`src/ettc_defs.vh`:
```
`ifndef ETTC_DEFS_VH
`define ETTC_DEFS_VH

////////////////////////////////////////////////////////////////////////
// register byte offsets, page zero of the bus window
`define ETTC_OFS_GATE   8'h00
`define ETTC_OFS_EN0    8'h04
`define ETTC_OFS_BASE   8'h18
`define ETTC_OFS_STAT   8'h1C

////////////////////////////////////////////////////////////////////////
// field positions
`define ETTC_GATE_BIT   3
`define ETTC_SZ_BIT     6
`define ETTC_CHN_BIT    4
`define ETTC_DST_BIT    3
`define ETTC_SRC_BIT    2
`define ETTC_MODE_BIT   0

////////////////////////////////////////////////////////////////////////
// reset values and sizes
`define ETTC_GATE_RST   8'h00
`define ETTC_EN_RST     40'h00_0000_0000
`define ETTC_BASE_RST   8'hFD
`define ETTC_NSRC       40
`define ETTC_SERIAL_SRC 11

`endif

```
`src/ettc_cd_mem.v`:
```
`timescale 1ns/1ps
// control data store: two words per set, eight sets
module ettc_cd_mem (
    // clock and reset
    input  wire        clock,
    input  wire        rstn,
    // single port
    input  wire        we,
    input  wire [3:0]  addr,
    input  wire [31:0] wdata,
    output reg  [31:0] rdata
);
    reg [31:0] mem [0:15];

    // array carries no reset, only the read register does
    always @(posedge clock) begin
        if (we) begin
            mem[addr] <= wdata;
        end
    end

    // registered read keeps one cycle latency for every user
    always @(posedge clock or negedge rstn) begin
        if (!rstn) begin
            rdata <= 32'h0000_0000;
        end else begin
            rdata <= mem[addr];
        end
    end
endmodule

```
`src/ettc_top.v`:
```
// The implementer's own choices: the AHB-Lite register port and the register addresses.
`timescale 1ns/1ps
`include "ettc_defs.vh"
// event triggered transfer controller with ahb-lite register slave
module ettc_top (
    // clock and reset
    input  wire        clock,
    input  wire        rstn,
    // ahb-lite slave
    input  wire        hsel,
    input  wire [31:0] haddr,
    input  wire [1:0]  htrans,
    input  wire        hwrite,
    input  wire [2:0]  hsize,
    input  wire [31:0] hwdata,
    input  wire        hready,
    output wire        hreadyout,
    output wire [31:0] hrdata,
    output wire        hresp,
    // activation events, one-cycle pulses
    input  wire [39:0] evt,
    input  wire        serial_end,
    // data mover master port
    output wire        dm_req,
    output wire        dm_we,
    output wire        dm_size,
    output wire [15:0] dm_addr,
    output wire [15:0] dm_wdata,
    input  wire [15:0] dm_rdata,
    input  wire        dm_ack,
    // status
    output wire        busy
);
    // one-hot engine states; any other code falls back to idle
    localparam S_IDLE = 8'h01;
    localparam S_LD0  = 8'h02;
    localparam S_LD1  = 8'h04;
    localparam S_LD2  = 8'h08;
    localparam S_RD   = 8'h10;
    localparam S_WR   = 8'h20;
    localparam S_WB0  = 8'h40;
    localparam S_WB1  = 8'h80;

    // software visible registers
    reg  [7:0]  gate_q;
    reg  [39:0] en_q;
    reg  [7:0]  base_q;

    // activation and engine sequencing
    reg  [39:0] pend_q;
    reg  [7:0]  state_q;
    reg  [7:0]  state_d;
    reg  [5:0]  src_q;
    reg  [2:0]  set_q;
    reg         first_q;
    reg         zero_q;

    // working copy of the active control set
    reg  [7:0]  ctrl_q;
    reg  [7:0]  blk_q;
    reg  [7:0]  cnt_q;
    reg  [7:0]  rld_q;
    reg  [15:0] sptr_q;
    reg  [15:0] dptr_q;

    // unit counter and the unit in flight
    reg  [8:0]  left_q;
    reg  [15:0] data_q;

    // bus data phase bookkeeping
    reg         bph_q;
    reg         bdone_q;
    reg         awr_q;
    reg         ahi_q;
    reg  [15:0] aadr_q;
    reg  [31:0] rd_q;
    reg  [31:0] rd_d;

    // arbitration and memory read port
    reg  [5:0]  pick;
    reg         found;
    integer     k;
    wire [31:0] mem_rdata;

    ////////////////////////////////////////////////////////////////////
    // decode and qualifiers
    wire        gate_on  = gate_q[`ETTC_GATE_BIT];
    wire        idle     = (state_q == S_IDLE);

    // bus address decode: page zero holds the registers
    wire        b_reg    = ahi_q && (aadr_q[15:8] == 8'h00);
    wire        b_mem    = ahi_q && !b_reg && (aadr_q[15:8] == base_q)
                           && (aadr_q[7:6] == 2'b00);
    // limitation: a control-area access waits while a set is in flight,
    // and waits until the gate is back on if it was switched off mid-set
    wire        b_go     = bph_q && !(b_mem && !idle);
    wire        take     = hsel && hready && htrans[1];

    // activation sources and fields of the active control set
    wire [39:0] act_in   = evt | ({39'h0, serial_end} << `ETTC_SERIAL_SRC);
    wire        sz16     = ctrl_q[`ETTC_SZ_BIT];
    wire        chain    = ctrl_q[`ETTC_CHN_BIT];
    wire        repeat_m = ctrl_q[`ETTC_MODE_BIT];

    // pointer step and count update
    wire [15:0] step     = sz16 ? 16'h0002 : 16'h0001;
    wire [7:0]  cnt_dec  = cnt_q - 8'h01;
    wire [7:0]  cnt_nxt  = (cnt_dec == 8'h00 && repeat_m) ? rld_q : cnt_dec;

    // end of a chain, enable clear, and start of a new activation
    wire        fin      = (state_q == S_WB1) && gate_on && !chain;
    wire        clr_en   = (state_q == S_WB1) && gate_on && first_q && zero_q;
    wire        start    = idle && gate_on && found && !(bph_q && b_mem);

    ////////////////////////////////////////////////////////////////////
    // lowest numbered enabled pending source wins
    always @* begin
        pick  = 6'h00;
        found = 1'b0;
        // scan from the top so the lowest match is written last
        for (k = `ETTC_NSRC - 1; k >= 0; k = k - 1) begin
            if (pend_q[k] && en_q[k]) begin
                pick  = k[5:0];
                found = 1'b1;
            end
        end
    end

    ////////////////////////////////////////////////////////////////////
    // pending flags; a new event beats the clear in the same cycle
    genvar g;
    generate
        for (g = 0; g < `ETTC_NSRC; g = g + 1) begin : g_pend
            // a source whose enable is off never latches, even mid-transfer
            wire set_p = gate_on && act_in[g] && en_q[g];
            wire clr_p = fin && (src_q == g);
            always @(posedge clock or negedge rstn) begin
                if (!rstn) begin
                    pend_q[g] <= 1'b0;
                end else begin
                    pend_q[g] <= set_p || (pend_q[g] && !clr_p);
                end
            end
        end
    endgenerate

    ////////////////////////////////////////////////////////////////////
    // control data memory shared by engine and bus; engine owns it when busy
    // engine reads word0 in LD0, word1 in LD1; data lands a cycle later
    wire        eng_we   = (state_q == S_WB0 || state_q == S_WB1) && gate_on;
    wire        eng_word = (state_q == S_LD1 || state_q == S_WB1);
    wire [31:0] eng_wd   = (state_q == S_WB1) ? {dptr_q, sptr_q}
                                              : {rld_q, cnt_nxt, blk_q, ctrl_q};
    wire        bus_we   = b_go && b_mem && awr_q;
    wire        m_we     = idle ? bus_we : eng_we;
    wire [3:0]  m_addr   = idle ? aadr_q[5:2] : {set_q, eng_word};
    wire [31:0] m_wd     = idle ? hwdata : eng_wd;

    ettc_cd_mem u_mem (
        .clock (clock),
        .rstn  (rstn),
        .we    (m_we),
        .addr  (m_addr),
        .wdata (m_wd),
        .rdata (mem_rdata)
    );

    ////////////////////////////////////////////////////////////////////
    // ahb-lite: every transfer takes at least one wait state in its data phase
    always @(posedge clock or negedge rstn) begin
        if (!rstn) begin
            bph_q   <= 1'b0;
            bdone_q <= 1'b0;
            awr_q   <= 1'b0;
            ahi_q   <= 1'b0;
            aadr_q  <= 16'h0000;
            rd_q    <= 32'h0000_0000;
        end else begin
            bdone_q <= b_go;
            // data phase ends: release the wait and latch read data
            if (b_go) begin
                bph_q <= 1'b0;
                rd_q  <= rd_d;
            end
            // new address phase, accepted only with no wait pending
            if (take && !bph_q) begin
                bph_q  <= 1'b1;
                awr_q  <= hwrite;
                ahi_q  <= (haddr[31:16] == 16'h0000);
                aadr_q <= haddr[15:0];
            end
        end
    end

    // memory reads come straight from the store's read register
    assign hreadyout = !bph_q;
    assign hresp     = 1'b0;
    assign hrdata    = (bdone_q && b_mem) ? mem_rdata : rd_q;

    // register read mux; unmapped reads return zero
    always @* begin
        rd_d = 32'h0000_0000;
        if (b_reg && !awr_q) begin
            case (aadr_q[7:0])
                `ETTC_OFS_GATE: rd_d = {24'h0, gate_q};
                8'h04:          rd_d = {24'h0, en_q[7:0]};
                8'h08:          rd_d = {24'h0, en_q[15:8]};
                8'h0C:          rd_d = {24'h0, en_q[23:16]};
                8'h10:          rd_d = {24'h0, en_q[31:24]};
                8'h14:          rd_d = {24'h0, en_q[39:32]};
                `ETTC_OFS_BASE: rd_d = {24'h0, base_q};
                `ETTC_OFS_STAT: rd_d = {20'h0, !idle, set_q, 2'b00, src_q};
                default:        rd_d = 32'h0000_0000;
            endcase
        end
    end

    ////////////////////////////////////////////////////////////////////
    // software registers; the engine may clear one enable bit
    wire       w_reg = b_go && b_reg && awr_q;
    wire [7:0] wofs  = aadr_q[7:0] - `ETTC_OFS_EN0;
    always @(posedge clock or negedge rstn) begin
        if (!rstn) begin
            gate_q <= `ETTC_GATE_RST;
            en_q   <= `ETTC_EN_RST;
            base_q <= `ETTC_BASE_RST;
        end else begin
            if (w_reg && aadr_q[7:0] == `ETTC_OFS_GATE) begin
                gate_q <= hwdata[7:0];
            end
            if (w_reg && aadr_q[7:0] == `ETTC_OFS_BASE) begin
                base_q <= hwdata[7:0];
            end
            // enable registers sit at four byte steps from the first
            if (w_reg && wofs[1:0] == 2'b00 && wofs[7:2] < 6'd5) begin
                en_q[wofs[4:2]*8 +: 8] <= hwdata[7:0];
            end
            // hardware clear is applied last so a finished source stays off
            if (clr_en) begin
                en_q[src_q] <= 1'b0;
            end
        end
    end

    ////////////////////////////////////////////////////////////////////
    // transfer engine; nothing advances while the clock gate is off
    always @* begin
        state_d = state_q;
        if (gate_on) begin
            case (state_q)
                S_IDLE: if (start) state_d = S_LD0;
                S_LD0:  state_d = S_LD1;
                S_LD1:  state_d = S_LD2;
                S_LD2:  state_d = S_RD;
                S_RD:   if (dm_ack) state_d = S_WR;
                S_WR: begin
                    if (dm_ack) state_d = (left_q == 9'd1) ? S_WB0 : S_RD;
                end
                S_WB0:  state_d = S_WB1;
                // a chained set loads at once, without a new event
                S_WB1:  state_d = chain ? S_LD0 : S_IDLE;
                default: state_d = S_IDLE;
            endcase
        end
    end

    always @(posedge clock or negedge rstn) begin
        if (!rstn) begin
            state_q <= S_IDLE;
            src_q   <= 6'h00;
            set_q   <= 3'h0;
            first_q <= 1'b0;
            zero_q  <= 1'b0;
            ctrl_q  <= 8'h00;
            blk_q   <= 8'h00;
            cnt_q   <= 8'h00;
            rld_q   <= 8'h00;
            sptr_q  <= 16'h0000;
            dptr_q  <= 16'h0000;
            left_q  <= 9'h000;
            data_q  <= 16'h0000;
        end else begin
            state_q <= state_d;

            // latch the winning source; its set follows from its number
            if (start) begin
                src_q   <= pick;
                set_q   <= pick[2:0];
                first_q <= 1'b1;
            end

            // word0 of the set: control, block, count, reload
            if (gate_on && state_q == S_LD1) begin
                ctrl_q <= mem_rdata[7:0];
                blk_q  <= mem_rdata[15:8];
                cnt_q  <= mem_rdata[23:16];
                rld_q  <= mem_rdata[31:24];
            end

            if (gate_on && state_q == S_LD2) begin
                sptr_q <= mem_rdata[15:0];
                dptr_q <= mem_rdata[31:16];
                // a block size of zero moves 256 units
                left_q <= (blk_q == 8'h00) ? 9'd256 : {1'b0, blk_q};
            end

            // read beat done: keep the unit for the write beat
            if (gate_on && state_q == S_RD && dm_ack) begin
                data_q <= sz16 ? dm_rdata : {8'h00, dm_rdata[7:0]};
            end

            // write beat done: count the unit and step each pointer whose increment bit is set
            if (gate_on && state_q == S_WR && dm_ack) begin
                left_q <= left_q - 9'd1;
                if (ctrl_q[`ETTC_SRC_BIT]) begin
                    sptr_q <= sptr_q + step;
                end
                if (ctrl_q[`ETTC_DST_BIT]) begin
                    dptr_q <= dptr_q + step;
                end
            end

            // count update is written back in the same cycle
            if (gate_on && state_q == S_WB0) begin
                cnt_q  <= cnt_nxt;
                zero_q <= (cnt_dec == 8'h00) && !repeat_m;
            end

            // a chained set is no longer the one tied to the source
            if (gate_on && state_q == S_WB1 && chain) begin
                set_q   <= set_q + 3'd1;
                first_q <= 1'b0;
            end
        end
    end

    ////////////////////////////////////////////////////////////////////
    // mover port; request drops while the gate is off
    assign dm_req   = gate_on && (state_q == S_RD || state_q == S_WR);
    // address and direction follow the state even while the request is withdrawn
    assign dm_we    = (state_q == S_WR);
    assign dm_size  = sz16;
    assign dm_addr  = (state_q == S_WR) ? dptr_q : sptr_q;
    assign dm_wdata = data_q;
    assign busy     = !idle;
endmodule

```
`config.mk`:
```
export PLATFORM = sky130hd
export DESIGN_NAME = ettc_top
export DESIGN_NICKNAME = d
export VERILOG_FILES = /design/src/ettc_cd_mem.v /design/src/ettc_top.v
export VERILOG_INCLUDE_DIRS = /design/src /design/src/src
export SDC_FILE = /design/constraint.sdc
export NUM_CORES = 1
export LEC_CHECK = 0
export ABC_AREA = 1
export BUFFER_PORTS_ARGS = -buffer_cell sky130_fd_sc_hd__buf_2
export CAP_MARGIN = 30
export CORE_MARGIN = 2
export CORE_UTILIZATION = 50
export DETAILED_ROUTE_END_ITERATION = 12
export PLACE_DENSITY = 0.79
export SLEW_MARGIN = 30
export SYNTH_ARGS = -nofsm -noshare
export SYNTH_HDL_FRONTEND = slang
export SYNTH_SLANG_ARGS = --single-unit
```
`constraint.sdc`:
```
create_clock -name clock -period 7.6 [get_ports clock]
set_input_delay 0 -clock clock [delete_from_list [all_inputs] [get_ports clock]]
set_output_delay 0 -clock clock [all_outputs]
set_load 0.005 [all_outputs]
```
Yosys cells after proc, flatten, opt, wreduce, memory -nomap -nowiden
Memory sizes are Yosys's and may differ from the RTL's. A register that Yosys moved wholly into a read port is not among the register bits.
Cells that the tools add are included.
Storage, ports and cells
  memories kept: 1
  word-level logic and storage cells: 603
  bits in registers: 256
  output and inout bits: 70
  bits of input ports: 132
  memory bits (writable): 512
Memory list
  u_mem.mem: depth 16, bits a word 32, rd ports 1, clocked after Yosys merged registers in 1, wr ports 1, RTL line ettc_cd_mem.v:13  | reg [31:0] mem [0:15];
Cells by class
  shift operators: 2
  reductions and logical operators: 345
  order comparisons: 3
  bitwise logic cells: 3
  multiplexer cells: 121
  equal/unequal tests: 59
  $add $sub $neg: 7
Operator list (number)
  logical AND 1 bit: 240
  2-to-1 mux 6 bit: 40
  2-to-1 mux 16 bit: 8
  == test 6 x 5 -> 1 bit, second input constant: 16
  2-to-1 mux 32 bit: 3
  case mux 12 bit (8 select lines): 1
  2-to-1 mux 40 bit: 2
  case mux 8 bit (8 select lines): 1
  zero test 1 bit: 49
  == test 6 x 4 -> 1 bit, second input constant: 8
  == test 6 bit, second input constant: 8
  2-to-1 mux 1 bit: 48
  2-to-1 mux 8 bit: 6
  logical OR 1 bit: 43
  AND 40 bit: 1
  bitwise mux 40 bit: 1
  == test 8 x 5 -> 1 bit, second input constant: 5
  inverter 40 bit: 1
  OR 40 x 12 -> 40 bit: 1
  variable shift 8 x 34 -> 40 bit, first input constant: 1
  variable part select 8 x 34 -> 40 bit: 1
  negator 6 -> 34 bit: 1
  adder 16 x 2 -> 16 bit: 2
  zero test 8 bit: 4
  33 further kinds: 49

Longest topological paths before layout
Gate-level depths: netlist of the first run.
  word-level depth: 45
  mapped depth: 42
  gate-level depth less buffers: 42

By module
From an unflattened synthesis of the first run, not the netlist that was laid out.
Unflattened totals
  cells, all modules: 3964
  area total of the unflattened synthesis: 35952.0 um^2
Modules (own cells, without submodules)
  ettc_cd_mem: instances 1, area an instance 22374.0 um^2, cells each 2113
  ettc_top: instances 1, area an instance 13578.0 um^2, cells each 1851

Least setup slack after synthesis of the first run
OpenSTA, ideal clock, no wires.
  path kind: reg2reg
  start point: register state_q[0]
  end point: memory u_mem.mem[0][0] (enable)
  arrival time: 3.466 ns
  buffers on the path: 2
  setup time: 0.421 ns
  path slack: 3.713 ns
  data required time: 7.179 ns
  cell stages (with the launch flop): 11
  cells stage by stage: dfstp_2 inv_1 nor3_1 nand2_1 o21ai_0 inv_1 nor2_1 clkbuf_1 clkbuf_1 nand2_1 nor2_1
Between the ends
  longest elaborated chain between the ends: 10
  elaborated cells on any way between the ends: 17
  those cells by class: eq/ne: 4; mux: 4; reduce/logical: 9
RTL lines
  start: declaration: RTL line ettc_top.v:51  | reg [7:0] state_q;
  start signal: assignment: RTL line ettc_top.v:283  | state_q <= state_d;
  == test 8 x 1 -> 1 bit: RTL line ettc_top.v:88  | wire idle = (state_q == S_IDLE);
  zero test 1 bit: RTL line ettc_top.v:96  | wire b_go = bph_q && !(b_mem && !idle);
  logical AND 1 bit: RTL line ettc_top.v:96
  zero test 1 bit: RTL line ettc_top.v:96
  logical AND 1 bit: RTL line ettc_top.v:96
  logical AND 1 bit (2 in series): RTL line ettc_top.v:154  | wire bus_we = b_go && b_mem && awr_q;
  2-to-1 mux 1 bit: RTL line ettc_top.v:155  | wire m_we = idle ? bus_we : eng_we;
  2-to-1 mux 1 bit: RTL line ettc_cd_mem.v:17  | if (we) begin
  2-to-1 mux 1 bit (not written as such): RTL line ettc_cd_mem.v:18  | mem[addr] <= wdata;
  end: declaration: RTL line ettc_cd_mem.v:13
Parallel ways exist; a longest one is shown, timed or not.

Worst setup path in the final report of the first run
  start point: register state_q[2]
  end point: memory u_mem.mem[4][15] (enable)
Same word-level chain as after synthesis.

==> impl_metrics.toml, run 1 <==
[outcome]
status = "finished clean"

[sta]
rsz0062_at_grt = "false"
max_slew_violation_total_from_the_final_report = 0
post-route-period-util_pct = 67.4
clock.fmax_mhz = 195
tns_ns = 0
finalSetupViolCount = 0
crit_path_time_final_ns = 5.12
slew_at_the_pin_closest_to_its_max_slew_limit_ns = 1.01
fin_skew_ns = 0.0365
max-slew-margin-rel_pct = 32.4
hold_violations = 0
worst_hold_slack_ns = 0.0259

[global_routing]
number_of_antenna_violations_at_the_first_check_in_global_routing = 1
wire_length_of_the_first_global_routing_pass_um = 149000
grt-ovfl-total = 0
grt_start_max_net_pins = 129
first_global_vias = 24600
grt_usage_pct = 29.0

[detailed_routing]
via_per_inst = 6.22
first_pass_iters = 7
drt_first_iter_violations = 3983
drt-wirelength-per-cell_um = 24.3
drc = 0
finalWirelength_um = 101000
via_count = 26000
postRouteAntennaNets = 0

[synthesis]
synth_enable_flop_cells = 512
postSynth.topFlopCell = "sky130_fd_sc_hd__edfxtp_1"
library_cells_used_by_synthesis = 52
synth.net_count = 3089
proportion_of_synthesized_chip_area_in_sequential_cells_pct = 66.7
syn-mean-instance-area_um2 = 11.3
synth_area_um2 = 33100
synth-seq-cells = 780
synthesis.instances = 2939
yosys_warnings = 0
postSynth.asyncResetShare_pct = 34.4

[critical_path]
cp_data_required_time_ns = 7.92
worst_ep_arrival_time_ns = 5.44
worstSetupPathType = "reg -> reg"
cpPeakStageDelay_ns = 0.84
path_max_fanout = 63
critical_path.cell_chain = "nor2_1, inv_1, nor3_1, nand2_1, o21ai_0, inv_1, nor2_4, buf_4, nand2_1, nor2_4, buf_4"
worst_setup_path_start_kind = "register"
critPathCaptureType = "register"
crit_path_top_delay_cell = "sky130_fd_sc_hd__nor2_4"

[die]
initial_core_util_pct = 50.4
dieArea_um2 = 68400
top_level_ports = 202
die_width_um = 261
placeableCoreArea_um2 = 65700
row_count = 94
chipHeight_um = 261

[clock_network]
clock_insertion_delay_worst_skew_ns = 0.65
clock_buffer_count_from_cts = 77
post_cts_resize_count = 0
clock_sink_count = 780
tritoncts = "done"
clock_slew_at_reported_path_ffs_ns = 0.06
clk_root_buffer_cell = "sky130_fd_sc_hd__clkbuf_16"
clk_path_buf_depth = 3
cts.htree.levels = 3

[power_and_ir_drop]
post-layout-total-power_mw = 15.4
cellPowerDensity_nw_per_um2 = 393
vdd.ir_drop.worst_uv = 391
p_leak_nw = 15.0

[final_layout]
layout.cells.most_common = "sky130_fd_sc_hd__edfxtp_1"
syn_to_final_growth_pct = 18.0
ff_latch_area_um2 = 22100
design.final.nets = 3391
postLayoutCoreUtil_pct = 59.5
n_fill_cell = 4976
layout-drive-gt1-share_pct = 13.7
mostFrequentLayoutCells = "sky130_fd_sc_hd__edfxtp_1, sky130_fd_sc_hd__nand2_1, sky130_fd_sc_hd__a22oi_1"
finish.instance_area_um2 = 39100
multi_input_area_um2 = 9850

[place]
placement.cell_area_um2 = 35500
hpwl_um = 64100
port_buffers = 196
place_congestion = 0.969

[run]
timing.max_cap.violations = 0

[worst_hold_path]
min_path_type = "in -> reg"
==> report_power, final <==
part / total (mW) / internal, mW / switching [mW]
sequential: 6.10 / 5.69 / 0.414
combinational: 5.41 / 1.48 / 3.93
clock: 3.84 / 2.17 / 1.68
total: 15.4 / 9.33 / 6.02
==> state kept, by name, indices dropped and copies added, names as in the netlist, 12 cells and up <==
register     count
u_mem.rdata     32
dm_wdata        16
en_q            40
pend_q          40
u_mem.mem      512
sptr_q          16
rd_q            12
dptr_q          16
aadr_q          16
==> worst max-delay path, delay by kind of cell, from the launching register on <==
| family | cells | cell delay, ns |
|---|---|---|
| flops | 1 | 0.41 |
| buf+inv | 4 | 1.46 |
| compound gates | 1 | 0.80 |
| simple gates | 6 | 2.12 |
==> through the flow <==
stage / setup WS (ns) / instances
after floorplan: 3.71 / 2939
after global placement: 2.80 / 3914
after detailed placement: 2.62 / 3922
after CTS: 2.60 / 4165
after global routing: 2.27 / 4168
final: 2.48 / 4170
==> layout make-up <==
class	instances	area share (%)
flip-flops and latches	780	56.5
multi-input cells	1784	25.2
repair buffers	358	6.76
clock buffers	107	5.58
well taps	864	2.76
inverters	240	2.31
clock inverters	35	0.893
diodes	2	0.0128
==> worst paths after layout <==
path | start | end | slack (ns) | cells past startpoint
setup / recovery | state_q[2] | u_mem.mem[4][15] | 2.48 | 11
hold / removal | hwdata[10] | u_mem.mem[5][10] | 0.03 | 3
setup reg to reg | state_q[2] | u_mem.mem[4][15] | 2.48 | 11
hold reg to reg | dm_wdata[15] | dm_wdata[15] | 0.49 | 2
max in group asynchronous | rstn | blk_q[5] | 6.25 | 4
min in group asynchronous | rstn | state_q[0] | 0.48 | 3
==> repair_timing <==
| action | in CTS | in global routing |
|---|---|---|
| hold endpoints to repair | 337 | 16 |
| hold buffers | 101 | 1 |
| setup buffers | 0 | 0 |
==> kinds of logic after synthesis <==
kind of cell,after synthesis,share of synthesized area [%]
other,1,0.0113
adders and majority gates,18,0.725
DFF,780,66.7
AOI/OAI and AO/OA,836,15.9
and+or+nand+nor,896,11.4
muxes,10,0.340
xor gates and xnor gates,23,0.608
buffers and inverters,375,4.35
==> per-layer routing <==
metal  global-route usage (%)  wire length [um]  vias up
li1                         -                 -    11300
met1                     39.2             38100    12600
met2                     45.6             47000     1837
met3                     6.67             12400      253
met4                     12.3              3700        2
met5                        0                13        -
==> cells in the mapped netlist (3+ instances only) <==
cell type	instances	area, um^2
sky130_fd_sc_hd__mux2_2	10	113
sky130_fd_sc_hd__buf_2	19	95.1
sky130_fd_sc_hd__inv_1	229	860
sky130_fd_sc_hd__a31oi_1	7	43.8
sky130_fd_sc_hd__or4_1	33	248
sky130_fd_sc_hd__a211oi_1	3	22.5
sky130_fd_sc_hd__nand4_1	26	163
sky130_fd_sc_hd__o22ai_1	20	125
sky130_fd_sc_hd__buf_4	3	22.5
sky130_fd_sc_hd__ha_1	16	200
sky130_fd_sc_hd__xnor2_1	8	70.1
sky130_fd_sc_hd__o221ai_1	5	43.8
sky130_fd_sc_hd__a21oi_1	236	1180
sky130_fd_sc_hd__clkbuf_1	106	398
sky130_fd_sc_hd__o21ai_0	208	1040
sky130_fd_sc_hd__o2111ai_1	3	26.3
sky130_fd_sc_hd__dfstp_2	8	210
sky130_fd_sc_hd__nand2_1	478	1790
sky130_fd_sc_hd__nand3b_1	6	45.0
sky130_fd_sc_hd__dfrtp_1	260	6510
sky130_fd_sc_hd__nand3_1	33	165
sky130_fd_sc_hd__a2111oi_0	5	43.8
sky130_fd_sc_hd__nor4_1	22	138
sky130_fd_sc_hd__buf_1	7	26.3
sky130_fd_sc_hd__edfxtp_1	512	15400
sky130_fd_sc_hd__a32o_1	37	370
sky130_fd_sc_hd__o21a_1	3	22.5
sky130_fd_sc_hd__nor2_2	3	18.8
sky130_fd_sc_hd__or2_2	3	18.8
sky130_fd_sc_hd__o211ai_1	7	52.6
sky130_fd_sc_hd__a221oi_1	25	219
sky130_fd_sc_hd__xor2_1	15	131
sky130_fd_sc_hd__a22oi_1	261	1960
sky130_fd_sc_hd__nor3_1	23	115
sky130_fd_sc_hd__o31ai_1	8	60.1
sky130_fd_sc_hd__clkinv_1	9	33.8
sky130_fd_sc_hd__nor2_1	260	976
sky130_fd_sc_hd__nand2_2	4	25.0
Note: power is estimated with default switching activity, not from simulation.
==> run 2: changes to the inputs <==
==> constraint.sdc (replaced) <==
create_clock -name clock -period 5 [get_ports clock]
set_input_delay 0 -clock clock [delete_from_list [all_inputs] [get_ports clock]]
set_output_delay 0 -clock clock [all_outputs]
set_load 0.005 [all_outputs]
==> run 2 against run 1 <==
  * Via count grew 0.26%
  * Sequential cell count is the same
  * Sequential power grew 52%
  * Clock power grew 57%
  * Global-route usage shrank 0.18 points
  * Die area is the same
  * Fmax grew 23%
  * Non-clock buffer count grew 18
  * Sequential share of layout area shrank 0.42 points
  * Critical path type unchanged
  * Largest cell class unchanged
  * Largest power group unchanged
==> impl_metrics.toml, run 2 (same netlist as run 1, synthesis figures left out) <==
[outcome]
status = "finished clean"

[critical_path]
worst_ep_arrival_time_ns = 4.45
crit_path_top_delay_cell = "sky130_fd_sc_hd__nor2_4"
worst_setup_path_start_kind = "register"
critical_path.cell_chain = "nor2_1, inv_1, nor2_2, nand2_1, buf_4, nand3_1, nand2_1, inv_1, nor2_4, nand2_1, nor2_4, buf_12"
critPathCaptureType = "register"
startpoint = "state_q[6]"
cp_data_required_time_ns = 5.28
worstSetupPathType = "reg -> reg"
cpMostUsedCell = "sky130_fd_sc_hd__nand2_1"
crit_buf_inv = 4
worstReg2RegStart = "state_q[6]"
cpPeakStageDelay_ns = 0.63
critical_path.top_delay_family = "simple AND/OR/NAND/NOR gates"
path_max_fanout = 30

[global_routing]
grt-ovfl-total = 0
wire_length_of_the_first_global_routing_pass_um = 148000
first_global_vias = 24700
grt_start_max_net_pins = 134
number_of_antenna_violations_at_the_first_check_in_global_routing = 2
grt_usage_pct = 28.9

[sta]
clock.fmax_mhz = 240
hold_violations = 0
crit_path_time_final_ns = 4.17
worst_hold_slack_ns = 0.0291
max-slew-margin-rel_pct = 37.9
rsz0062_at_grt = "false"
worst_slack_ns = 0.833
slew_at_the_pin_closest_to_its_max_slew_limit_ns = 0.932
tns_ns = 0
post-route-period-util_pct = 83.3
max_slew_violation_total_from_the_final_report = 0
finalSetupViolCount = 0
fin_skew_ns = 0.0654

[final_layout]
layout-drive-gt1-share_pct = 13.8
design.final.nets = 3411
top_register = "u_mem.mem"
mostFrequentLayoutCells = "sky130_fd_sc_hd__edfxtp_1, sky130_fd_sc_hd__nand2_1, sky130_fd_sc_hd__a22oi_1"
syn_to_final_growth_pct = 18.9
largest_register_ffs = 512
largestRegisters = "u_mem.mem (512), en_q (40), pend_q (40)"
layout.cells.most_common = "sky130_fd_sc_hd__edfxtp_1"

[clock_network]
clk_path_buf_depth = 3
post_cts_setup_inserts = 0
clock_insertion_delay_worst_skew_ns = 0.64
clock_slew_at_reported_path_ffs_ns = 0.06
tritoncts = "done"
clk_root_buffer_cell = "sky130_fd_sc_hd__clkbuf_16"
clock_buffer_count_from_cts = 79
clock_sink_count = 780
cts.htree.levels = 3
post_cts_resize_count = 0

[worst_hold_path]
min_path_type = "in -> reg"
worst_hold_startpoint = "hready"

[detailed_routing]
via_count = 26000
first_pass_iters = 6
postRouteAntennaNets = 0
finalWirelength_um = 101000
drt-wirelength-per-cell_um = 24.0
drc = 0
via_per_inst = 6.21
drt_first_iter_violations = 3624

[power_and_ir_drop]
power.switching_mw = 9.16
vdd.ir_drop.worst_uv = 910
power.switching_fraction_pct = 38.8
power.clock.fraction_pct = 25.5
combPwrFrac_pct = 35.0
p_leak_nw = 15.1
cellInternalPower_mw = 14.4
share_seq_of_total_power_pct = 39.4
cellPowerDensity_nw_per_um2 = 599

[die]
dieArea_um2 = 68400
row_count = 94
die_width_um = 261
chipHeight_um = 261
initial_core_util_pct = 50.4
top_level_ports = 202
placeableCoreArea_um2 = 65700

[place]
place_ws_ns = 0.982
place_congestion = 0.983
port_buffers = 196
hpwl_um = 63500

[run]
timing.max_cap.violations = 0
==> run 2: final timing paths <==
path                                    endpoint  slack, ns  depth (start not counted)
worst max register to register  u_mem.mem[4][22]       0.83                         12
worst min register to register           rd_q[0]       0.49                          2
max in group asynchronous        u_mem.rdata[21]       3.63                          4
worst max-delay path            u_mem.mem[4][22]       0.83                         12
min in group asynchronous             pend_q[24]       0.52                          4
worst min-delay path                       bph_q       0.03                          3
==> run 2: repair_timing <==
action,in CTS,in global routing
endpoints found under the setup margin,0,0
hold endpoints to repair,365,40
hold buffers,112,3
==> run 2: tightest hold or removal path: stages <==
cell and delay (ns):
sky130_fd_sc_hd__buf_2 0.10, sky130_fd_sc_hd__nand4_1 0.34, sky130_fd_sc_hd__o21ai_0 0.17
==> run 2: per-stage QoR <==
| step | util [%] | std cells | instance area (um^2) | total power, mW |
|---|---|---|---|---|
| floorplan | - | 2939 | 33100 | 13.9 |
| CTS | 59.8 | 4187 | 39300 | 23.3 |
| global placement | 53.9 | 3928 | 35500 | 16.9 |
| detailed placement | 54.0 | 3929 | 35500 | 17.2 |
| global route | 59.9 | 4191 | 39400 | 24.5 |
| finish | 59.9 | 4191 | 39400 | 23.6 |
==> run 2: area by class of cell <==
class / count / area (um^2)
Multi-Input combinational cell: 1784 / 9850
Antenna cell: 1 / 2.50
Sequential cell: 780 / 22100
Inverter: 240 / 901
Clock buffer: 110 / 2230
Timing Repair Buffer: 376 / 2790
Fill cell: 4916 / 26300
Tap cell: 864 / 1080
Clock inverter: 36 / 454
==> run 2: power by group through the flow <==
stage	clock [mW]	sequential, mW	combinational [mW]
3_5_place_dp	0	9.37	7.85
3_3_place_gp	0	9.37	7.58
2_1_floorplan	0	9.11	4.81
5_1_grt	6.29	9.34	8.91
6_report	6.03	9.30	8.27
4_1_cts	6.07	9.26	8.01
==> run 2: metal layers <==
metal | vias up | part of all wire (%) | track usage (%) | wire, um
li1 | 11300 | - | - | -
met1 | 12700 | 38 | 37.9 | 38000
met2 | 1749 | 46 | 45.8 | 46700
met3 | 275 | 12 | 7.10 | 11600
met4 | 2 | 4.3 | 12.9 | 4340
met5 | - | 0.013 | 0 | 13
